[config.mk]
export PLATFORM = sky130hd
export DESIGN_NAME = slic_ctrl
export DESIGN_NICKNAME = d
export VERILOG_FILES = /design/src/design/slic_pkg.sv /design/src/design/slic_sync.sv /design/src/design/slic_ctrl.sv
export SDC_FILE = /design/constraint.sdc
export NUM_CORES = 1
export LEC_CHECK = 0
export BUFFER_PORTS_ARGS = -buffer_cell sky130_fd_sc_hd__buf_2
export CORE_MARGIN = 5
export CORE_UTILIZATION = 50
export CTS_CLUSTER_SIZE = 8
export DETAILED_ROUTE_END_ITERATION = 10
export HOLD_SLACK_MARGIN = 0.15
export PLACE_DENSITY = 0.74
export SYNTH_ARGS = -nofsm -noshare
export SYNTH_HDL_FRONTEND = slang
export SYNTH_SLANG_ARGS = --single-unit
[constraint.sdc]
create_clock -name core_clk -period 1.5 [get_ports core_clk]
set_input_delay 0.15 -clock core_clk [delete_from_list [all_inputs] [get_ports core_clk]]
set_output_delay 0.15 -clock core_clk [all_outputs]
set_load 0.01 [all_outputs]
[src/design/slic_pkg.sv]
// slic_pkg: shared constants and types for the automatic activation control
// assumes core_clk at 250 MHz; all pin inputs are asynchronous
package slic_pkg;
  localparam int CLK_PERIOD_PS = 4000;
  // shortest low phase of the ring clock, in ns
  localparam int RING_LOW_MIN_NS = 1;
  localparam int RING_LOW_MIN_CYC =
    ((RING_LOW_MIN_NS * 1000 + CLK_PERIOD_PS - 1) / CLK_PERIOD_PS) < 1 ? 1 :
    ((RING_LOW_MIN_NS * 1000 + CLK_PERIOD_PS - 1) / CLK_PERIOD_PS);
  // on-hook persistence before fallback, in ring clock periods
  localparam int ONHOOK_RING_PERIODS = 128;
  // stand-by validation time, in ring clock periods
  localparam int STANDBY_RING_PERIODS = 2;
  localparam int SYNC_STAGES = 2;

  // mode word values, mode_bit_0 is the leading bit
  localparam logic [2:0] MODE_POWER_DOWN = 3'h0;
  localparam logic [2:0] MODE_RINGING = 3'h1;
  localparam logic [2:0] MODE_OHT_REVERSE = 3'h2;
  localparam logic [2:0] MODE_OHT_DIRECT = 3'h3;
  localparam logic [2:0] MODE_ACT_REVERSE = 3'h6;
  localparam logic [2:0] MODE_RESET_VALUE = 3'h4;
  localparam logic [1:0] RELAY_RESET_VALUE = 2'h0;

  typedef enum logic [2:0] {
    SLIC_OP_POWER_DOWN,
    SLIC_OP_RINGING,
    SLIC_OP_OHT_REVERSE,
    SLIC_OP_OHT_DIRECT,
    SLIC_OP_ACT_REVERSE,
    SLIC_OP_ACT_DIRECT
  } slic_op_e;

  typedef enum logic [1:0] {
    SLIC_ST_HI_FEED,
    SLIC_ST_STANDBY,
    SLIC_ST_ACTIVE
  } slic_auto_e;

  // latched word from the control bus
  typedef struct packed {
    logic [2:0] mode;
    logic [1:0] relay;
  } slic_latch_s;

  // line condition inputs after synchronisation
  typedef struct packed {
    logic off_hook;
    logic ground_key;
    logic ring_trip;
    logic power_cross;
    logic long_fault;
    logic thermal;
  } slic_line_s;

  // status pin group: value and enable of each tri-state output
  typedef struct packed {
    logic hook_o;
    logic hook_oe;
    logic gka_o;
    logic gka_oe;
  } slic_status_s;
endpackage

[src/design/slic_sync.sv]
// slic_sync: two-stage synchroniser for a bundle of asynchronous levels
// assumes inputs are quasi-static levels; no pulse shorter than a clock
`timescale 1ns/1ps
module slic_sync #(
  parameter int WIDTH = 1
) (
  // clock and reset
  input wire logic core_clk,
  input wire logic resetn,
  // levels
  input wire logic [WIDTH-1:0] async_in,
  output logic [WIDTH-1:0] sync_out
);
  logic [WIDTH-1:0] meta_reg;
  logic [WIDTH-1:0] sync_reg;

  // first stage feeds only the second stage
  always_ff @(posedge core_clk) begin
    if (!resetn) begin
      meta_reg <= '0;
      sync_reg <= '0;
    end else begin
      meta_reg <= async_in;
      sync_reg <= meta_reg;
    end
  end

  assign sync_out = sync_reg;
endmodule

[src/design/slic_ctrl.sv]
// slic_ctrl: control logic of a line interface in automatic activation mode
// assumes all pins are asynchronous to core_clk, which stands in for the
// free-running internal oscillator; analog detectors arrive as levels
`timescale 1ns/1ps
// What this block does
// - bus has separate select for writing latch and for reading status
// - under active mode device picks active, stand-by or hi-feed itself
// - power-down disables all but the two test relay drivers
// - power-down, reset and thermal alarm differ in relays and outputs
// - ringing energises relay; ring trip drops hook output, releases relay
// - hook output stays low after ring trip until mode word changes, device reset or thermal alarm
// - ringing relay switches on only while ring clock is low
// - on-hook transmission stays set for conversation while on-hook
// - any mode word with leading one is active mode
// - hi-feed entered after reset or active word, held while on-hook
// - hi-feed always uses direct polarity
// - off-hook in hi-feed goes stand-by; confirmed goes active else back
// - in active state hook output follows line hook status live
// - active direct word falls back only after on-hook over 128 ring clock periods; active reverse never falls back
// - state machine runs from free-running internal clock
// - power-cross sense drives both outputs low outside ringing, mode unchanged
// - longitudinal fault holds both outputs low while it lasts, except in ringing
// - thermal overload forces power-down, outputs low, ring relay off
// - status output meaning depends on mode bits, thermal alarm and device reset
// - input select low captures mode and relay bits into latch
// - status outputs high impedance while output select high
// - each test relay bit drives its relay, one on, zero off
// - reset input low: power-down, relays off, outputs disabled
module slic_ctrl #(
  parameter int ONHOOK_PERIODS = slic_pkg::ONHOOK_RING_PERIODS,
  parameter int STANDBY_PERIODS = slic_pkg::STANDBY_RING_PERIODS
) (
  // clock and reset
  input wire logic core_clk,
  input wire logic resetn,
  // control bus
  input wire logic input_latch_select_n,
  input wire logic status_output_select_n,
  input wire logic mode_bit_0,
  input wire logic mode_bit_1,
  input wire logic mode_bit_2,
  input wire logic test_relay_bit_0,
  input wire logic test_relay_bit_1,
  input wire logic device_reset_n,
  // ring timing
  input wire logic ring_sync_clock,
  // line detectors
  input wire logic line_off_hook,
  input wire logic line_ground_key,
  input wire logic line_ring_trip,
  input wire logic power_cross_sense_in,
  input wire logic long_current_fault,
  input wire logic thermal_overload,
  // status pins
  output logic hook_detect_out,
  output logic hook_detect_oe,
  output logic ground_key_alarm_out,
  output logic ground_key_alarm_oe,
  // relay drivers
  output logic ringing_relay_drive,
  output logic test_relay_0,
  output logic test_relay_1,
  // analog mode controls
  output slic_pkg::slic_op_e op_mode,
  output slic_pkg::slic_auto_e auto_state,
  output logic reverse_polarity,
  output logic power_down_active
);
  localparam int NSYNC = 14;
  localparam int ONHOOK_W = $clog2(ONHOOK_PERIODS + 2);

  logic [NSYNC-1:0] raw_in;
  logic [NSYNC-1:0] syn;
  slic_pkg::slic_line_s line;
  slic_pkg::slic_latch_s bus_word;
  slic_pkg::slic_latch_s latch_reg;
  slic_pkg::slic_status_s stat_next;
  slic_pkg::slic_status_s stat_reg;
  slic_pkg::slic_auto_e auto_reg;
  slic_pkg::slic_auto_e auto_next;
  logic sel_in_n;
  logic sel_out_n;
  logic dev_rst_n;
  logic ring_clk;
  logic ring_clk_reg;
  logic ring_period;
  logic latch_strobe;
  logic mode_changed;
  logic trip_reg;
  logic trip_next;
  logic relay_on_reg;
  logic relay_on_next;
  logic [ONHOOK_W-1:0] onhook_cnt_reg;
  logic [ONHOOK_W-1:0] onhook_cnt_next;
  logic [ONHOOK_W-1:0] sb_cnt_reg;
  logic [ONHOOK_W-1:0] sb_cnt_next;
  logic is_active_word;
  logic is_idle;
  logic fault_low;
  slic_pkg::slic_op_e op_dec;

  // mode word decode, applied only to the latched word
  function automatic slic_pkg::slic_op_e decode_mode(input logic [2:0] m);
    if (m == slic_pkg::MODE_POWER_DOWN) begin
      decode_mode = slic_pkg::SLIC_OP_POWER_DOWN;
    end else if (m == slic_pkg::MODE_RINGING) begin
      decode_mode = slic_pkg::SLIC_OP_RINGING;
    end else if (m == slic_pkg::MODE_OHT_REVERSE) begin
      decode_mode = slic_pkg::SLIC_OP_OHT_REVERSE;
    end else if (m == slic_pkg::MODE_OHT_DIRECT) begin
      decode_mode = slic_pkg::SLIC_OP_OHT_DIRECT;
    end else if (m == slic_pkg::MODE_ACT_REVERSE) begin
      decode_mode = slic_pkg::SLIC_OP_ACT_REVERSE;
    end else begin
      decode_mode = slic_pkg::SLIC_OP_ACT_DIRECT;
    end
  endfunction

  // every pin is asynchronous, so all pass two flops; active-low pins go in
  // inverted so a cleared flop reads idle and no zero word is latched
  assign raw_in = {~input_latch_select_n, ~status_output_select_n,
                   mode_bit_0, mode_bit_1, mode_bit_2, test_relay_bit_0,
                   test_relay_bit_1, ~device_reset_n, ring_sync_clock,
                   line_off_hook, line_ground_key, line_ring_trip,
                   power_cross_sense_in,
                   long_current_fault | thermal_overload};

  slic_sync #(
    .WIDTH(NSYNC)
  ) u_sync (
    .core_clk(core_clk),
    .resetn(resetn),
    .async_in(raw_in),
    .sync_out(syn)
  );

  // thermal is kept apart from the fault bit through its own flag below
  logic thermal_s;
  logic thermal_meta;
  always_ff @(posedge core_clk) begin
    if (!resetn) begin
      thermal_meta <= 1'b0;
      thermal_s <= 1'b0;
    end else begin
      thermal_meta <= thermal_overload;
      thermal_s <= thermal_meta;
    end
  end

  assign sel_in_n = ~syn[13];
  assign sel_out_n = ~syn[12];
  assign bus_word = '{mode: syn[11:9], relay: syn[8:7]};
  assign dev_rst_n = ~syn[6];
  assign ring_clk = syn[5];
  assign line = '{off_hook: syn[4], ground_key: syn[3], ring_trip: syn[2],
                  power_cross: syn[1], long_fault: syn[0] & ~thermal_s,
                  thermal: thermal_s};

  // latch is transparent while the input select is low
  assign latch_strobe = ~sel_in_n;
  assign mode_changed = latch_strobe && (bus_word.mode != latch_reg.mode);
  // rising edge of ring clock marks one period
  assign ring_period = ring_clk && !ring_clk_reg;

  assign op_dec = decode_mode(latch_reg.mode);
  assign is_active_word = latch_reg.mode[2];
  assign is_idle = !dev_rst_n || thermal_s ||
                   (op_dec == slic_pkg::SLIC_OP_POWER_DOWN);

  always_ff @(posedge core_clk) begin
    if (!resetn) begin
      latch_reg <= '{mode: slic_pkg::MODE_RESET_VALUE,
                     relay: slic_pkg::RELAY_RESET_VALUE};
      ring_clk_reg <= 1'b0;
    end else begin
      if (latch_strobe) begin
        latch_reg <= bus_word;
      end
      ring_clk_reg <= ring_clk;
    end
  end

  // automatic activation state machine, clocked by the internal clock
  always_comb begin
    auto_next = auto_reg;
    onhook_cnt_next = onhook_cnt_reg;
    sb_cnt_next = sb_cnt_reg;
    // a fresh active word or device reset restarts in hi-feed
    if (!is_active_word || !dev_rst_n || thermal_s ||
        (mode_changed && bus_word.mode[2])) begin
      auto_next = slic_pkg::SLIC_ST_HI_FEED;
      onhook_cnt_next = '0;
      sb_cnt_next = '0;
    end else begin
      case (auto_reg)
        slic_pkg::SLIC_ST_HI_FEED: begin
          sb_cnt_next = '0;
          onhook_cnt_next = '0;
          if (line.off_hook) begin
            auto_next = slic_pkg::SLIC_ST_STANDBY;
          end
        end
        slic_pkg::SLIC_ST_STANDBY: begin
          // validity check lasts a few ring periods of steady off-hook
          if (!line.off_hook) begin
            auto_next = slic_pkg::SLIC_ST_HI_FEED;
          end else if (ring_period) begin
            if (32'(sb_cnt_reg) + 1 >= STANDBY_PERIODS) begin
              auto_next = slic_pkg::SLIC_ST_ACTIVE;
              sb_cnt_next = '0;
            end else begin
              sb_cnt_next = sb_cnt_reg + 1'b1;
            end
          end
        end
        slic_pkg::SLIC_ST_ACTIVE: begin
          // dial pulses are shorter than the window and are ignored
          if (line.off_hook) begin
            onhook_cnt_next = '0;
          end else if (ring_period) begin
            if (32'(onhook_cnt_reg) >= ONHOOK_PERIODS) begin
              // only the direct word falls back; reverse stays active
              if (op_dec == slic_pkg::SLIC_OP_ACT_DIRECT) begin
                auto_next = slic_pkg::SLIC_ST_HI_FEED;
              end
            end else begin
              onhook_cnt_next = onhook_cnt_reg + 1'b1;
            end
          end
        end
        default: begin
          auto_next = slic_pkg::SLIC_ST_HI_FEED;
        end
      endcase
    end
  end

  always_ff @(posedge core_clk) begin
    if (!resetn) begin
      auto_reg <= slic_pkg::SLIC_ST_HI_FEED;
      onhook_cnt_reg <= '0;
      sb_cnt_reg <= '0;
    end else begin
      auto_reg <= auto_next;
      onhook_cnt_reg <= onhook_cnt_next;
      sb_cnt_reg <= sb_cnt_next;
    end
  end

  // ring trip latch and ringing relay, cleared by a new mode word, device reset or thermal alarm
  always_comb begin
    trip_next = trip_reg;
    relay_on_next = relay_on_reg;
    if (op_dec != slic_pkg::SLIC_OP_RINGING || is_idle || mode_changed) begin
      trip_next = 1'b0;
      relay_on_next = 1'b0;
    end else if (line.ring_trip || trip_reg) begin
      trip_next = 1'b1;
      relay_on_next = 1'b0;
    end else if (!ring_clk) begin
      relay_on_next = 1'b1;
    end
  end

  always_ff @(posedge core_clk) begin
    if (!resetn) begin
      trip_reg <= 1'b0;
      relay_on_reg <= 1'b0;
    end else begin
      trip_reg <= trip_next;
      relay_on_reg <= relay_on_next;
    end
  end

  // status outputs, which look at mode bits, detectors, device reset and output select
  assign fault_low = line.power_cross || line.long_fault;
  always_comb begin
    stat_next = '{hook_o: 1'b0, hook_oe: 1'b0, gka_o: 1'b0, gka_oe: 1'b0};
    if (!dev_rst_n) begin
      stat_next.hook_oe = 1'b0;
    end else if (thermal_s) begin
      stat_next = '{hook_o: 1'b0, hook_oe: 1'b1,
                    gka_o: 1'b0, gka_oe: 1'b1};
    end else if (op_dec == slic_pkg::SLIC_OP_POWER_DOWN) begin
      stat_next.hook_oe = 1'b0;
    end else if (op_dec == slic_pkg::SLIC_OP_RINGING) begin
      // hook output low on trip; ground-key output disabled here
      stat_next.hook_oe = 1'b1;
      stat_next.hook_o = !trip_reg;
    end else begin
      stat_next.hook_oe = 1'b1;
      stat_next.gka_oe = 1'b1;
      // both outputs are active-low fault flags over the hook level
      stat_next.hook_o = fault_low ? 1'b0 : line.off_hook;
      stat_next.gka_o = !(fault_low || line.ground_key);
    end
    if (sel_out_n) begin
      stat_next.hook_oe = 1'b0;
      stat_next.gka_oe = 1'b0;
    end
  end

  always_ff @(posedge core_clk) begin
    if (!resetn) begin
      stat_reg <= '{hook_o: 1'b0, hook_oe: 1'b0, gka_o: 1'b0, gka_oe: 1'b0};
    end else begin
      stat_reg <= stat_next;
    end
  end

  assign hook_detect_out = stat_reg.hook_o;
  assign hook_detect_oe = stat_reg.hook_oe;
  assign ground_key_alarm_out = stat_reg.gka_o;
  assign ground_key_alarm_oe = stat_reg.gka_oe;
  assign ringing_relay_drive = relay_on_reg;

  // test relays follow their bits except under device reset
  assign test_relay_0 = dev_rst_n & latch_reg.relay[1];
  assign test_relay_1 = dev_rst_n & latch_reg.relay[0];

  assign op_mode = is_idle ? slic_pkg::SLIC_OP_POWER_DOWN : op_dec;
  assign auto_state = auto_reg;
  // hi-feed forces direct polarity whatever the word selects
  assign reverse_polarity = !is_idle &&
    ((op_dec == slic_pkg::SLIC_OP_OHT_REVERSE) ||
     (op_dec == slic_pkg::SLIC_OP_ACT_REVERSE &&
      auto_reg != slic_pkg::SLIC_ST_HI_FEED));
  assign power_down_active = is_idle;
endmodule

==> metrics <==
Routed WL per cell=13.71 microns; global-route usage over all layers=0.1745; WP data required=1.76 ns; final core utilization=0.7040; Sum Neg Setup Slack=-1.054 ns; flip-flop and latch area=1210 sq um; htree depth=3; Net Count, Synth=245; average size of a mapped cell=about 10 sq um; DR DRC count=0; worst r2r src=sb_cnt_reg[1]; number of antenna violations at the first check in global routing=0; power per cell area=1053 nW/um^2; grt ovf=0; CP arrival=2.02 ns; run status=finished, violations left; dominant cells by area after synthesis=dfxtp_1 (53%), and2_1 (7.8%), nor2b_1 (3.9%), ha_1 (2.2%), nor3_1 (2.2%); Critical-path top delay cell=or4b_4; Leak=1.298 nW; CP top delay family=simple AND/OR/NAND/NOR gates; Hold Worst Slack=0.2873 ns; fmax=between 0.5 and 0.6 GHz; Setup violations, final=5; crit share post-route=1.169; IO Count=31; Filler Cell Count=312; post-synthesis cell type count=42; PortBufs=30; initial core utilization=0.5172; vias per cell=a little over 5; min-delay worst type=in -> reg; Slew headroom=0.7373; cell count after placement=318; min cycle time layout=1.754 ns; Worst setup startpoint=sb_cnt_reg[1]; vias=1819; Async SR Flop Fraction=0; Core ar.=approximately 4400 sq um; Area after DPL=approximately 2600 sq um; final worst slack=-0.2542 ns; WHS Path Cells=3; Reg2Reg Depth=6; Rows=24; RSZ-0062 raised after global routing=yes; Clock Tree Buf Depth=2; Total Wirelength=4.896 mm; Finished Layout Cells=357; crit-path cells=inv_2 -> ha_4 -> or4b_4 -> nor4_4 -> a31oi_2 -> nor3_1; Layout Nets=321; drt pass-1 iters=4; largest net degree at the start of global routing=38; first-pass GRT wire length=8.100 mm; clock insertion delay at the later pin of the skew report=0.34 ns; Final Hold Viols=0; multi-input logic area=1062 sq um; ANT cells=0; area leader, netlist=dfxtp_1; post-place setup slack=-0.2180 ns; die footprint=5947 sq um; CTS Sinks=60; vias in the first global route=1795; Area Overhead vs Synth=36.11%; Critical Path Source Type=flip-flop; fin. max-slew vios=0; Crit path buffers/inverters=1; Die Ht=77.12 microns; synthesized area=2252 sq um; worst-path maximum fanout=4; beginning of the worst hold path=resetn; post-DP HPWL=3.209 mm; EDFF count, synth=0; CP max stage delay=0.46 ns; hold endpoint=is_active_word; total power=between 3 and 4 mW; Yosys top cell area share=0.5333; CTS clk-pin slew, worst paths=0.07 ns; Least-Margin Pin Slew=0.3940 ns; Crit. End Element=flip-flop; Num CTS Buffers=9; Die Wd=77.12 microns; initial DRC count=approximately 160; main flop type after synthesis=dfxtp_1; Setup Skew=0.005936 ns; Seq/Total Area, Yosys=0.5333; Placer Congestion=0.8486; post-route design area=3065 sq um; Setup CP Type=reg -> reg; warnings from Yosys=0; R2R Setup Slk=-0.25 ns; CTS tree=yes; failing checks=negative setup slack; Max VDD drop=0.0007130 V; Routed Antenna Nets=0; Clk Tree Root Cell=clkbuf_8; layout cells sized above 1=0.3115; Reg2Reg Capture Point=sb_cnt_reg[5]; maxcap violations=0; Synth Register Bits=60; synthesized instance count=224
==> logic make-up (layout without fill, tap and decap cells) <==
| kind of cell | count (synthesis) | after routing | synth area share |
|---|---|---|---|
| DFF | 60 | 60 | 0.5333 |
| AOI/OAI and AO/OA | 33 | 33 | 0.1083 |
| and+or+nand+nor | 104 | 104 | 0.2756 |
| adders and majority gates | 4 | 4 | 0.02222 |
| buffers and inverters | 14 | 95 | 0.02334 |
| xor gates and xnor gates | 5 | 5 | 0.01944 |
| muxes | 4 | 4 | 0.01778 |
==> where the power goes <==
group,internal (mW),switching [mW],leakage (nW)
clock network,0.732,0.602,0.0917
logic,0.125,0.103,0.713
registers,1.64,0.0241,0.493
==> Yosys cell counts (all sizes together), types with 3 or more instances <==
cell type	instances
a21o	3
a21oi	7
a31oi	6
and2	28
and3	6
clkbuf	7
dfxtp	60
ha	4
inv	7
mux2i	4
nand2	10
nand3	6
nand3b	3
nand4	3
nor2	12
nor2b	14
nor3	10
o21ai	4
xnor2	5
==> area by class of cell <==
class                   count  share of cell area
inverters                   7            0.008571
clock inverters             3            0.006531
repair buffers             72              0.1673
well taps                  52             0.02122
multi-input cells         150              0.3465
clock buffers              13             0.05510
flip-flops and latches     60              0.3947
==> worst reg2reg max path: stages (launching register included) <==
cell and delay (ns):
dfxtp_2 0.33, inv_2 0.05, ha_4 0.24, or4b_4 0.46
nor4_4 0.26, a31oi_2 0.16, nor3_1 0.18
==> worst max path at each step <==
| stage | endpoint | slack, ns | cells after the start |
|---|---|---|---|
| 6_report | sb_cnt_reg[5] | -0.25 | 6 |
| 5_1_grt | sb_cnt_reg[5] | -0.33 | 6 |
| 2_1_floorplan | sb_cnt_reg[5] | -0.13 | 6 |
| 4_1_cts | sb_cnt_reg[5] | -0.22 | 6 |
| 3_3_place_gp | sb_cnt_reg[5] | -0.18 | 6 |
| 3_5_place_dp | sb_cnt_reg[6] | -0.22 | 6 |
==> per-layer routing <==
layer / vias up / GRT usage / wire (microns)
met5: - / 0 / 0
met4: 0 / 0.09794 / 124
met3: 11 / 0.04215 / 208
met2: 40 / 0.2861 / 2370
met1: 846 / 0.2078 / 2192
li1: 922 / - / -
==> cell usage in the layout, fill, tap and decap left out, types with 9 or more instances in the layout <==
| cell type | synthesis | routed |
|---|---|---|
| clkbuf_8 | 0 | 12 |
| nor2_1 | 12 | 11 |
| buf_2 | 0 | 30 |
| nor3_1 | 10 | 9 |
| nor2b_1 | 14 | 12 |
| dlygate4sd3_1 | 0 | 16 |
| nand2_1 | 10 | 10 |
| buf_4 | 0 | 24 |
| and2_1 | 28 | 28 |
| dfxtp_1 | 60 | 53 |
==> timing repair <==
item,4_1_cts,5_1_grt
hold buffers,16,0
resized for setup,14,8
pin swaps,5,3
endpoints found under the setup margin,10,13
endpoints found under the hold margin,15,0
gates cloned,0,0
setup buffers,5,3
Power figures use the tool's default switching activity.
